File: src/rtl/gp_pin_pkg.sv
// Shared types and constants of the general-purpose pin block.
// Assumes one management clock and that register access arrives as single-cycle strobes.
package gp_pin_pkg;

   // Management register numbers within a page.
   localparam logic [4:0]  PAGE_SEL_REG  = 5'h1f;
   localparam logic [4:0]  CTRL_TWO_REG  = 5'h0e;
   localparam logic [4:0]  IN_LEVEL_REG  = 5'h0f;
   localparam logic [4:0]  OUT_VALUE_REG = 5'h10;
   localparam logic [4:0]  OUT_EN_REG    = 5'h11;

   // Page codes written into the page select register.
   localparam logic [15:0] PAGE_GENERAL  = 16'h0010;
   localparam logic [15:0] PAGE_MAIN     = 16'h0000;

   // Implemented pin bits: 13..8, 5..4 and 1..0.
   localparam logic [15:0] PIN_MASK      = 16'h3f33;

   // Fields of the second pin control register.
   localparam int          HI_PAIR_LSB   = 14;
   localparam int          HOLD_DIR_BIT  = 13;
   localparam int          HOLD_DATA_BIT = 12;
   localparam int          HOLD_READ_BIT = 11;
   localparam int          TWI_REL_BIT   = 10;
   localparam int          LED_REL_BIT   = 9;
   localparam int          PPS_EN_BIT    = 8;
   localparam int          PIN11_LSB     = 6;
   localparam int          PIN10_LSB     = 4;
   localparam int          PIN9_LSB      = 2;
   localparam int          PIN8_LSB      = 0;
   localparam logic [1:0]  SEL_GENERAL   = 2'h3;
   localparam logic [1:0]  SEL_DEDICATED = 2'h0;
   localparam logic [15:0] CTRL_TWO_RST  = 16'h2600;
   localparam logic [15:0] CTRL_TWO_WMSK = 16'hf7ff;

   // Pin positions with a dedicated function.
   localparam int          SDA_PIN       = 8;
   localparam int          LINK_PIN      = 9;
   localparam int          SCL0_PIN      = 4;
   localparam int          SCL1_PIN      = 5;

   // Synchroniser width: sixteen pin positions plus the hold pin on top.
   localparam int          SYNC_W        = 17;
   localparam int          HOLD_SYNC_BIT = 16;

   // One management request, valid for the cycle its strobe is high.
   typedef struct packed {
      logic        wr;
      logic        rd;
      logic [4:0]  addr;
      logic [15:0] wdata;
   } mgmt_req_t;

   // Values that the dedicated pin functions want to put out.
   typedef struct packed {
      logic       sda;
      logic [1:0] scl;
      logic       link_loss;
      logic [3:0] led;
      logic [2:0] pulse_per_second_out;
   } func_drive_t;

   // Everything driven toward the pads.
   typedef struct packed {
      logic [15:0] gpio_out;
      logic [15:0] gpio_oe;
      logic        hold_out;
      logic        hold_oe;
      logic [3:0]  led_out;
      logic [3:0]  led_oe;
      logic [2:0]  pps_out;
      logic [2:0]  pps_oe;
   } pad_drive_t;

   // Whole state of the control module.
   typedef struct packed {
      logic [15:0] page;
      logic [15:0] ctrl_two;
      logic [15:0] out_value;
      logic [15:0] out_en;
      logic [15:0] rd_data;
      logic        rd_valid;
      pad_drive_t  pads;
   } ctrl_state_t;

   // Whole state of the synchroniser.
   typedef struct packed {
      logic [SYNC_W-1:0] s1;
      logic [SYNC_W-1:0] s2;
      logic [SYNC_W-1:0] s3;
      logic [SYNC_W-1:0] level;
   } sync_state_t;

endpackage

File: src/rtl/phy_gpio_pin_control.sv
// General-purpose pin control of a dual-port PHY: function select, hold pin, release modes.
// Assumes paged management accesses arrive as one-cycle strobes on the management clock.

// Operation
// - Pins 13..10 go general-purpose only at code 11.
// - Bit 13 low makes hold pin output.
// - Output hold pin drives bit 12 level.
// - Bit 11 reads back hold pin level.
// - Bit 10 releases two-wire highs to high-impedance.
// - Bit 9 releases LED highs to high-impedance.
// - Bit 8 gates pulse-per-second outputs; keep zero.
// - Pins 9,8 dedicated at 00, general at 11.
// - Input register returns present implemented pin levels.
// - Output register levels drive general-purpose pins.
// - Output register resets zero; reserved bits read-only.
// - Output-enable register picks input or driven.
module phy_gpio_pin_control (
   input  wire logic                      clk,
   input  wire logic                      resetn,
   input  wire gp_pin_pkg::mgmt_req_t     req,
   output logic      [15:0]               rd_data,
   output logic                           rd_valid,
   input  wire logic [15:0]               gpio_in,
   input  wire logic                      low_power_hold_pin_in,
   input  wire logic [3:0]                low_pins_general,
   input  wire gp_pin_pkg::func_drive_t   func,
   output gp_pin_pkg::pad_drive_t         pads
);

   gp_pin_pkg::ctrl_state_t st;       // Registered state.
   gp_pin_pkg::ctrl_state_t next_st;  // Next state.
   logic [gp_pin_pkg::SYNC_W-1:0] synced;  // Pad levels in the clock domain.
   logic [15:0] owned;                // Pins under general-purpose control.
   logic        page_ok;              // General page is selected.

   // Which pins software controls, from the select fields and the low-pin selects.
   function automatic logic [15:0] general_pins(input logic [15:0] c, input logic [3:0] lo);
      logic [15:0] m;
      m      = '0;
      m[13]  = c[gp_pin_pkg::HI_PAIR_LSB +: 2] == gp_pin_pkg::SEL_GENERAL;
      m[12]  = m[13];
      m[11]  = c[gp_pin_pkg::PIN11_LSB +: 2] == gp_pin_pkg::SEL_GENERAL;
      m[10]  = c[gp_pin_pkg::PIN10_LSB +: 2] == gp_pin_pkg::SEL_GENERAL;
      m[9]   = c[gp_pin_pkg::PIN9_LSB +: 2] == gp_pin_pkg::SEL_GENERAL;
      m[8]   = c[gp_pin_pkg::PIN8_LSB +: 2] == gp_pin_pkg::SEL_GENERAL;
      m[5:4] = lo[3:2];
      m[1:0] = lo[1:0];
      return m;
   endfunction

   // Open-drain style enable: a released high is not driven.
   function automatic logic drive_en(input logic val, input logic release_high);
      return !val || !release_high;
   endfunction

   // Pad levels enter through the synchroniser.
   pin_level_sync u_sync (
      .clk    (clk),
      .resetn (resetn),
      .raw    ({low_power_hold_pin_in, gpio_in}),
      .level  (synced)
   );

   assign owned   = general_pins(st.ctrl_two, low_pins_general);
   assign page_ok = st.page == gp_pin_pkg::PAGE_GENERAL;

   // Register access and pad drive computation.
   always_comb begin
      next_st          = st;
      next_st.rd_valid = req.rd;
      next_st.rd_data  = '0;
      // Writes: the page register is always reachable, the rest only on the general page.
      if (req.wr) begin
         if (req.addr == gp_pin_pkg::PAGE_SEL_REG) begin
            next_st.page = req.wdata;
         end else if (page_ok) begin
            case (req.addr)
               gp_pin_pkg::CTRL_TWO_REG: begin
                  next_st.ctrl_two = req.wdata & gp_pin_pkg::CTRL_TWO_WMSK;
               end
               gp_pin_pkg::OUT_VALUE_REG: begin
                  next_st.out_value = req.wdata & gp_pin_pkg::PIN_MASK;
               end
               gp_pin_pkg::OUT_EN_REG: begin
                  next_st.out_en = req.wdata & gp_pin_pkg::PIN_MASK;
               end
               default: begin
                  // Other addresses are not held here; writes are dropped.
               end
            endcase
         end
      end
      // Reads return zero for anything not mapped here.
      if (req.rd) begin
         if (req.addr == gp_pin_pkg::PAGE_SEL_REG) begin
            next_st.rd_data = st.page;
         end else if (page_ok) begin
            case (req.addr)
               gp_pin_pkg::CTRL_TWO_REG: begin
                  next_st.rd_data = st.ctrl_two;
                  next_st.rd_data[gp_pin_pkg::HOLD_READ_BIT] =
                     synced[gp_pin_pkg::HOLD_SYNC_BIT];
               end
               gp_pin_pkg::IN_LEVEL_REG: begin
                  next_st.rd_data = synced[15:0] & gp_pin_pkg::PIN_MASK;
               end
               gp_pin_pkg::OUT_VALUE_REG: begin
                  next_st.rd_data = st.out_value;
               end
               gp_pin_pkg::OUT_EN_REG: begin
                  next_st.rd_data = st.out_en;
               end
               default: begin
                  next_st.rd_data = '0;
               end
            endcase
         end
      end
      // General-purpose pins follow the output and enable registers; others are input unless a dedicated function below drives them.
      next_st.pads.gpio_out = st.out_value & owned;
      next_st.pads.gpio_oe  = st.out_en & owned;
      // Dedicated two-wire data and clocks, released high when asked.
      if (!owned[gp_pin_pkg::SDA_PIN]) begin
         next_st.pads.gpio_out[gp_pin_pkg::SDA_PIN] = func.sda;
         next_st.pads.gpio_oe[gp_pin_pkg::SDA_PIN]  =
            drive_en(func.sda, st.ctrl_two[gp_pin_pkg::TWI_REL_BIT]);
      end
      if (!owned[gp_pin_pkg::SCL0_PIN]) begin
         next_st.pads.gpio_out[gp_pin_pkg::SCL0_PIN] = func.scl[0];
         next_st.pads.gpio_oe[gp_pin_pkg::SCL0_PIN]  =
            drive_en(func.scl[0], st.ctrl_two[gp_pin_pkg::TWI_REL_BIT]);
      end
      if (!owned[gp_pin_pkg::SCL1_PIN]) begin
         next_st.pads.gpio_out[gp_pin_pkg::SCL1_PIN] = func.scl[1];
         next_st.pads.gpio_oe[gp_pin_pkg::SCL1_PIN]  =
            drive_en(func.scl[1], st.ctrl_two[gp_pin_pkg::TWI_REL_BIT]);
      end
      // Quick link loss flag is a push-pull output only at the dedicated code.
      if (st.ctrl_two[gp_pin_pkg::PIN9_LSB +: 2] == gp_pin_pkg::SEL_DEDICATED) begin
         next_st.pads.gpio_out[gp_pin_pkg::LINK_PIN] = func.link_loss;
         next_st.pads.gpio_oe[gp_pin_pkg::LINK_PIN]  = 1'b1;
      end
      // Low-power hold pin: active-low direction bit, data bit.
      next_st.pads.hold_oe  = !st.ctrl_two[gp_pin_pkg::HOLD_DIR_BIT];
      next_st.pads.hold_out = st.ctrl_two[gp_pin_pkg::HOLD_DATA_BIT];
      // LEDs, with optional release of the high level.
      for (int i = 0; i < 4; i++) begin
         next_st.pads.led_out[i] = func.led[i];
         next_st.pads.led_oe[i]  = drive_en(func.led[i], st.ctrl_two[gp_pin_pkg::LED_REL_BIT]);
      end
      // Pulse-per-second outputs are held off unless enabled.
      next_st.pads.pps_out = func.pulse_per_second_out & {3{st.ctrl_two[gp_pin_pkg::PPS_EN_BIT]}};
      next_st.pads.pps_oe  = {3{st.ctrl_two[gp_pin_pkg::PPS_EN_BIT]}};
   end

   // State registers with their reset values.
   always_ff @(posedge clk or negedge resetn) begin
      if (!resetn) begin
         st          <= '0;
         st.page     <= gp_pin_pkg::PAGE_MAIN;
         st.ctrl_two <= gp_pin_pkg::CTRL_TWO_RST;
      end else begin
         st <= next_st;
      end
   end

   assign rd_data  = st.rd_data;
   assign rd_valid = st.rd_valid;
   assign pads     = st.pads;
endmodule

File: src/rtl/pin_level_sync.sv
// Three-stage synchroniser for pad levels entering the management clock domain.
// Assumes the pads change asynchronously; a level is taken once stages two and three agree.
module pin_level_sync (
   input  wire logic                           clk,
   input  wire logic                           resetn,
   input  wire logic [gp_pin_pkg::SYNC_W-1:0]  raw,
   output logic      [gp_pin_pkg::SYNC_W-1:0]  level
);

   gp_pin_pkg::sync_state_t st;       // Registered state.
   gp_pin_pkg::sync_state_t next_st;  // Next state.

   // Shift the chain and update the accepted level where the late stages agree.
   always_comb begin
      next_st       = st;
      next_st.s1    = raw;
      next_st.s2    = st.s1;
      next_st.s3    = st.s2;
      next_st.level = (~(st.s2 ^ st.s3) & st.s3) | ((st.s2 ^ st.s3) & st.level);
   end

   // Registers; the first stage is only read by the second.
   always_ff @(posedge clk or negedge resetn) begin
      if (!resetn) begin
         st <= '0;
      end else begin
         st <= next_st;
      end
   end

   assign level = st.level;

endmodule

File: config.mk
export PLATFORM = sky130hd
export DESIGN_NAME = phy_gpio_pin_control
export DESIGN_NICKNAME = d
export VERILOG_FILES = /design/src/rtl/gp_pin_pkg.sv /design/src/rtl/phy_gpio_pin_control.sv /design/src/rtl/pin_level_sync.sv
export SDC_FILE = /design/constraint.sdc
export NUM_CORES = 1
export LEC_CHECK = 0
export BUFFER_PORTS_ARGS = -buffer_cell sky130_fd_sc_hd__buf_2
export CAP_MARGIN = 20
export CORE_UTILIZATION = 50
export CTS_BUF_LIST = sky130_fd_sc_hd__clkbuf_16
export DETAILED_ROUTE_END_ITERATION = 12
export HOLD_SLACK_MARGIN = 0.1
export PLACE_DENSITY = 0.74
export REMOVE_ABC_BUFFERS = 1
export SYNTH_ARGS = -nofsm -noshare
export SYNTH_HDL_FRONTEND = slang
export SYNTH_SLANG_ARGS = --single-unit
File: constraint.sdc
create_clock -name clk -period 3.5 [get_ports clk]
set_input_delay 0 -clock clk [delete_from_list [all_inputs] [get_ports clk]]
set_output_delay 0 -clock clk [all_outputs]
set_load 0.05 [all_outputs]
Word level (Yosys, flattened, before mapping)
Cells that the tools add are included.

Equal/unequal tests: 11. Mux-type cells: 12. Bitwise operators: 9. Reduce and logical (&&, ||, !) cells: 22.

Operator list (count): $pmux W16 S4 (1); $mux W16 (3); $and A17 B17 Y17 (2); $and A14 B14 Y14 (2); $not A17 Y17 (1); $or A17 B17 Y17 (1); $xor A17 B17 Y17 (1); $eq A16 B5 Y1 const B (1); $eq A5 B5 Y1 const B (3); $reduce_and A4 Y1 (3); $eq A2 B2 Y1 const B (5); $eq A5 B4 Y1 const B (2); $logic_not A1 Y1 (10); $mux W1 (8); $logic_or A1 B1 Y1 (7); $and A3 B3 Y3 (1); $logic_not A2 Y1 (1); $reduce_and A2 Y1 (1); $not A1 Y1 (1).

Bits in registers: 178. Output and inout port bits: 65. Logic and storage cells: 72.

Depth between registers and ports, before layout
Gate-level depths: netlist (run 1).

Depth after elaboration: 5. Gate-level depth with buffers: 6. Depth with buffers taken out: 4.

By module
Synthesis (run 1) repeated with hierarchy kept, for this count alone.

Cell total of the unflattened synthesis: 446. Area, all modules: 6563.8 um^2.

By module, submodules not included: phy_gpio_pin_control (times used 1, cells each 344, area each 4543.1 um^2, sequential area each 2556.2 um^2); pin_level_sync (times used 1, cells each 102, area each 2020.7 um^2, sequential area each 1701.6 um^2).

Worst setup path before layout (run 1)
No wires, ideal clock.

Path kind: register to register. From: register st[113] in the netlist's numbering. To: register st[81] in the netlist's numbering. Setup time: 0.125 ns. Arrival time: 1.780 ns. Path slack: 1.595 ns. Cell stages (with the launch flop): 5. Buffers on the path: 0. Period minus slack after synthesis: 1.905 ns. Cells stage by stage: dfrtp_1 > nor4_4 > nand4b_4 > nor3_4 > mux2_4.

Cells in the longest elaborated chain, start to end: 2.

Ends and longest elaborated chain: start: declaration (RTL line phy_gpio_pin_control.sv:30) `gp_pin_pkg::ctrl_state_t st;`; start signal: assignment (RTL line phy_gpio_pin_control.sv:163) `st <= next_st;`; $eq A16 B5 Y1 (RTL line phy_gpio_pin_control.sv:65) `assign page_ok = st.page == gp_pin_pkg::PAGE_GENERAL;`; $reduce_and A4 Y1 (no source line).

No other way between the ends. A chain may end at the register's enable or synchronous reset.

Worst setup path in the final report (run 1)
From: register st[118] in the netlist's numbering. To: register st[90] in the netlist's numbering.

Same word-level chain as after synthesis.

==> impl_results.md, run 1 <==
* Most frequent cells in the layout: dfrtp_1, buf_2, dlygate4sd3_1, mux2_2, mux2i_1
* HP Start: req[18]
* Worst skew pair latency at 420 ps
* Cts repair resizes at 0
* Netlist Area Pre-Place at 5803 sq um
* Commonest non-fill, non-tap cell in the layout: dfrtp_1
* Max-Cap Viols at 0
* Crit. Startpoint: st[118]
* Crit Path Max Fanout at 10
* Die area at 12040 sq um
* Starting density of the core at 52.38%
* Clock Pin Slew Worst Setup and Hold Paths at around 60 ps
* CP Launch Type: register
* Switching share of power at between 20 and 25%
* Design Power at slightly above 4 mW
* First-pass GRT wire length at 17930 um
* Worst Hold Margin at 179.9 ps
* Initial DRC count at 168
* TritonCTS clock tree: yes
* Grt total ovfl at 0
* CTS root buffer: clkbuf_16
* Die H at 109.7 um
* Max Slew Vio Count at 0
* Layout area overhead at 23.35%
* PD cells at 576.2 nW/um^2
* Final setup TNS at 0 ps
* H-tree depth at 4
* CP required at about 3800 ps
* Number of diodes at 0
* Status: finished clean
* Placer congestion estimate at 0.7543
* Die width at roughly 110 um
* Clock buffer depth at 2
* Internal Power at 3.230 mW
* Critical Path AT at 2570 ps
* Worst min path class: in2reg
* # port buffers at 103
* Total GRT Usage at 20.65%
* Final period utilization at 65.08%
* Number of synthesized register bits at 146
* Util after Layout at between 60 and 70%
* I/O Pins at around 120
* Vias per cell at 5.130
* Worst rel slew slack at 38.14%
* Setup WS post-layout at 1222 ps
* Wire per inst at between 15 and 20 um
* Drt total wl at 11160 um
* Pre-antenna DRT Iters at 4
* M1 WL at about 4900 um
* Logic pwr share at 7.6%
* Fraction of power consumed by the clock network at 47.7%
* Worst r2r src: st[118]
* Layout cells sized above 1 at 39.34%
* Critical path class: reg2reg
* Final setup violation count at 0
* Vias in the first global route at 3474
* Top layer in use: met4
* Pin count of the biggest net entering global routing at 93
* Rows at 38
* Count of unique library cells instantiated by Yosys at 32
* Post-synthesis sequential area ratio at 63.02%
* TritonCTS Buffers at 17
* Initial antenna violation count at 0
* WL met2 at 5485 um
* Avg Cell Area, Syn at around 15 sq um
* Max Freq at 439.0 MHz
* Final ANT Viol Nets at 0
* Core area at 11080 sq um
* Post-route minimum period at 2278 ps
* Sequential Power Share at between 40 and 50%
* Post-DP HPWL at 7072 um
* Crit. End Element: register
* Worst reg2reg setup slack at 1220 ps
* RSZ-0062 raised after global routing: no
* Hold Vio Cnt, Final at 0
* Lkg Pwr at 3.553 nW
* Final Skew at 5.891 ps
* VDD IR max at ~0.00037 V
* Metal3 WL at roughly 560 um
* Net Sw Power at 0.8951 mW
* Drt drc at 0
* Post-synthesis cell count at 393
* Synth Warn # at 0
* Vias at between 3k and 4k
* TritonCTS Sinks at 146
* Slew at the pin closest to its max-slew limit at between 900 and 1000 ps
* Worst slack at placement at about 1200 ps
* Fin nets at 560
## Yosys cell counts
cell type	n	area share, %
conb_1	1	0.065
mux2_4	10	2.6
maj3_1	11	1.9
nand2_1	14	0.91
mux2i_1	20	3.4
a22o_1	8	1.2
mux2_1	3	0.58
inv_1	1	0.065
and2_1	8	0.86
nand4b_4	1	0.41
a32oi_1	6	0.91
o22ai_1	10	1.1
a22o_2	2	0.34
dfrtp_1	143	62
clkbuf_1	6	0.39
mux2_2	43	8.3
buf_1	1	0.065
nor3_1	1	0.086
buf_4	66	8.5
nor4b_2	1	0.26
and3_1	8	0.86
nor2b_1	7	0.75
and4b_2	1	0.19
nand4b_1	1	0.15
dfstp_2	3	1.4
a211oi_2	1	0.22
nor4_4	3	1.1
nand3_1	5	0.43
o21ai_0	1	0.086
nor2_1	3	0.19
nor3_4	3	0.84
a31oi_1	1	0.11
## logic make-up (layout without fill, tap and decap cells)
family / Yosys count / count (layout) / share of synthesized area, %
muxes: 76 / 76 / 14.96
AOI/OAI and AO/OA: 29 / 29 / 3.946
DFF: 146 / 146 / 63.02
adders and majority gates: 11 / 11 / 1.897
other: 1 / 12 / 0.06462
and+or+nand+nor: 56 / 56 / 7.050
buffers and inverters: 74 / 186 / 9.056
## stage by stage
step,instance area (sq um),instances
after floorplan,5323,331
after global placement,6050,578
after detailed placement,6050,578
final,7158,656
after CTS,7158,656
after global routing,7158,656
## layer usage
layer / up-vias / GRT usage [%]
met3: 22 / 4.920
met5: - / 0
met4: 0 / 9.048
met1: 1698 / 26.21
li1: 1530 / -
met2: 115 / 33.83
## flip-flops by register name, indices dropped and copies added, names as in the netlist, named ones only
signal	cells
next_st	2
pads	34
st	49
rd_data	16
u_sync.next_st	22
u_sync.st	11
rd_valid	1
## timing repair
action / in CTS / in global routing
setup buffers: 0 / 0
hold endpoints to repair: 178 / 0
hold buffers: 46 / 0
## critical path, stage by stage, from the launching register on
cell	delay, ps
dfrtp_1	410
nor4b_2	390
nand2_1	270
nor3_4	740
mux2_4	360
## power by group through the flow
stage	clock network [mW]	registers (mW)	logic, mW
6_report	1.97	1.84	0.315
3_5_place_dp	0	1.87	0.276
5_1_grt	2.07	1.85	0.343
2_1_floorplan	0	1.89	0.137
3_3_place_gp	0	1.87	0.268
4_1_cts	2.00	1.84	0.318
## path summary, 6_finish.rpt
path / to / cells past startpoint
worst max-delay path: st[90] / 4
max in group asynchronous: u_sync.next_st[18] / 3
worst min register to register: u_sync.next_st[21] / 0
worst min-delay path: rd_data[2] / 5
worst max register to register: st[90] / 4
min in group asynchronous: st[65] / 2
## area by class of cell
type,count,area [sq um]
fill,815,3920
sequential,146,3657
multi-input combinational,184,1662
timing repair buffer,153,1012
clock buffer,17,425.4
clock inverter,15,222.7
tap,140,175.2
inverter,1,3.754
Power figures use the tool's default switching activity.
==> run 2, diff against run 1 <==
==> constraint.sdc (replaced) <==
create_clock -name clk -period 2.4 [get_ports clk]
set_input_delay 0 -clock clk [delete_from_list [all_inputs] [get_ports clk]]
set_output_delay 0 -clock clk [all_outputs]
set_load 0.05 [all_outputs]
==> run 2 against run 1 <==
Net effect: die area is the same; fmax grew 16%; clock power up 30%; combinational power is 47% higher; global-route usage fell by 0.17 points; wire length decreased by 1.0%.
==> impl_results.md, run 2 (synthesized netlist as in run 1, its figures left out) <==
* # port buffers at 103 (unchanged)
* Final setup TNS at 0 ps (unchanged)
* Wire per inst at 16.58 um (-2.5%)
* Vias in the first global route at 3541 (+1.9%)
* Final Skew at 9.446 ps (+3.555 ps)
* Drt total wl at 11040 um (-1.0%)
* RSZ-0062 raised after global routing: no
* Net Sw Power at 1.318 mW (+47%)
* Die width at 109.7 um (unchanged)
* CP max stage delay at 410 ps (-330 ps)
* CTS root buffer: clkbuf_16
* TritonCTS Buffers at 17 (unchanged)
* Layout area overhead at 23.42% (about the same)
* Commonest non-fill, non-tap cell in the layout: dfrtp_1
* Critical path class: reg2reg
* Final setup violation count at 0 (unchanged)
* Starting density of the core at 52.38% (unchanged)
* Worst rel slew slack at 51.73% (+14 points)
* Drt drc at 0 (unchanged)
* Design area at 7162 sq um (about the same)
* Max Freq at 510.9 MHz (+16%)
* Cell area after placement at 6125 sq um (+1.2%)
* Layout cells sized above 1 at 40.11% (+0.77 points)
* Logic pwr share at 8.1% (+0.5 points)
* Switching share of power at 23.07% (+1.4 points)
* Hold Vio Cnt, Final at 0 (unchanged)
* Rows at 38 (unchanged)
* Util after Layout at 64.65% (about the same)
* Most frequent cells in the layout: dfrtp_1, buf_2, dlygate4sd3_1, mux2_2, mux2i_1
* Number of flip-flops in the largest register at 49 (unchanged)
* Worst path cell trace: nor4b_2 > nand2_1 > nor3_4 > buf_4 > mux2_2
* Internal Power at 4.393 mW (+36%)
* Pre-antenna DRT Iters at 4 (unchanged)
* Slew at the pin closest to its max-slew limit at 722.3 ps (-204.0 ps)
* Vias per cell at 5.086 (-0.86%)
* Number of diodes at 0 (unchanged)
* Max-Cap Viols at 0 (unchanged)
* TritonCTS Sinks at 146 (unchanged)
* Lkg Pwr at 3.566 nW (+0.37%)
* Placer congestion estimate at 0.8032 (+6.5%)
* Cell family with most CP delay: simple AND/OR/NAND/NOR gates
* Clock buffer depth at 2 (unchanged)
* Total GRT Usage at 20.48% (-0.17 points)
* Finished Layout Cells at 666 (+1.5%)
* Die H at 109.7 um (unchanged)
* Status: finished clean
* Worst Hold Margin at 168.2 ps (-11.75 ps)
* Worst path bufs/invs at 1 (+1)
* Core area at 11080 sq um (unchanged)
* Final period utilization at 81.56% (+16 points)
* TritonCTS clock tree: yes
* Pin count of the biggest net entering global routing at 78 (-16%)
* Worst skew pair latency at 420 ps (about the same)
* Clock Pin Slew Worst Setup and Hold Paths at 60 ps (about the same)
* Slowest cell on the critical path: dfrtp_1
* Final ANT Viol Nets at 0 (unchanged)
* First-pass GRT wire length at 17840 um (-0.50%)
* Max Slew Vio Count at 0 (unchanged)
* Grt total ovfl at 0 (unchanged)
* Worst slack at placement at 422.7 ps (-761.6 ps)
* CP required at 2690 ps (-1110 ps)
* Critical Path AT at 2250 ps (-320 ps)
* Initial DRC count at 179 (+6.5%)
* CP Launch Type: register
* H-tree depth at 4 (unchanged)
* PD cells at 797.4 nW/um^2 (+38%)
* I/O Pins at 122 (unchanged)
* Setup WS post-layout at 442.7 ps (-779.5 ps)
* Vias at 3387 (+0.65%)
* Crit Path Max Fanout at 5 (-5)
* Post-DP HPWL at 7419 um (+4.9%)
* Crit. End Element: register
* VDD IR max at 0.0004593 V (+25%)
* Worst min path class: in2async
* Placed insts at 588 (+1.7%)
* Biggest register: st
* Design Power at 5.711 mW (+38%)
* Sequential Power Share at 47.1% (+2.4 points)
* Post-route minimum period at 1957 ps (-320.5 ps)
* Die area at 12040 sq um (unchanged)
* Initial antenna violation count at 0 (unchanged)
* Fin nets at 570 (+1.8%)
* Fraction of power consumed by the clock network at 44.8% (-2.9 points)
-- run 2: changes by cell type in the layout (fill, tap and decap cells not counted), sizes merged --
| cell | delta |
|---|---|
| bufinv | -3 |
| clkinvlp | +1 |
| buf | +10 |
| clkinv | +2 |
-- run 2: final timing paths --
check | startpoint | endpoint | slack, ps | cells past startpoint
setup / recovery | st[118] | st[74] | 440 | 5
hold / removal | resetn | u_sync.next_st[50] | 170 | 2
setup reg to reg | st[118] | st[74] | 440 | 5
hold reg to reg | u_sync.next_st[44] | u_sync.next_st[27] | 340 | 0
max in group asynchronous | resetn | rd_data[13] | 1360 | 3
min in group clk | req[20] | rd_data[15] | 180 | 5
-- run 2: timing repair --
item | in CTS | in global routing
hold endpoints to repair | 165 | 0
buffers inserted | 0 | 0
hold buffers | 46 | 0
resized for setup | 0 | 0
-- run 2: area by class of cell --
type                       instances  area (sq um)
clock inverter                    15         151.4
sequential                       146          3657
tap                              140         175.2
inverter                           1         3.754
clock buffer                      17         425.4
timing repair buffer             163          1087
multi-input combinational        184          1662
fill                             802          3916
-- run 2: power groups by stage --
stage / registers [mW] / clock network [mW] / logic [mW]
floorplan: 2.75 / 0 / 0.200
global placement: 2.72 / 0 / 0.395
detailed placement: 2.73 / 0 / 0.407
CTS: 2.69 / 2.61 / 0.466
global route: 2.70 / 2.73 / 0.501
finish: 2.69 / 2.56 / 0.462
-- run 2: routing by layer --
layer / global-route usage [%] / share of wire (%) / up-vias
met1: 26.99 / 46 / 1720
met3: 4.861 / 4.5 / 15
met4: 8.190 / 1.5 / 0
met2: 32.79 / 48 / 114
li1: - / - / 1538
met5: 0 / 0 / -
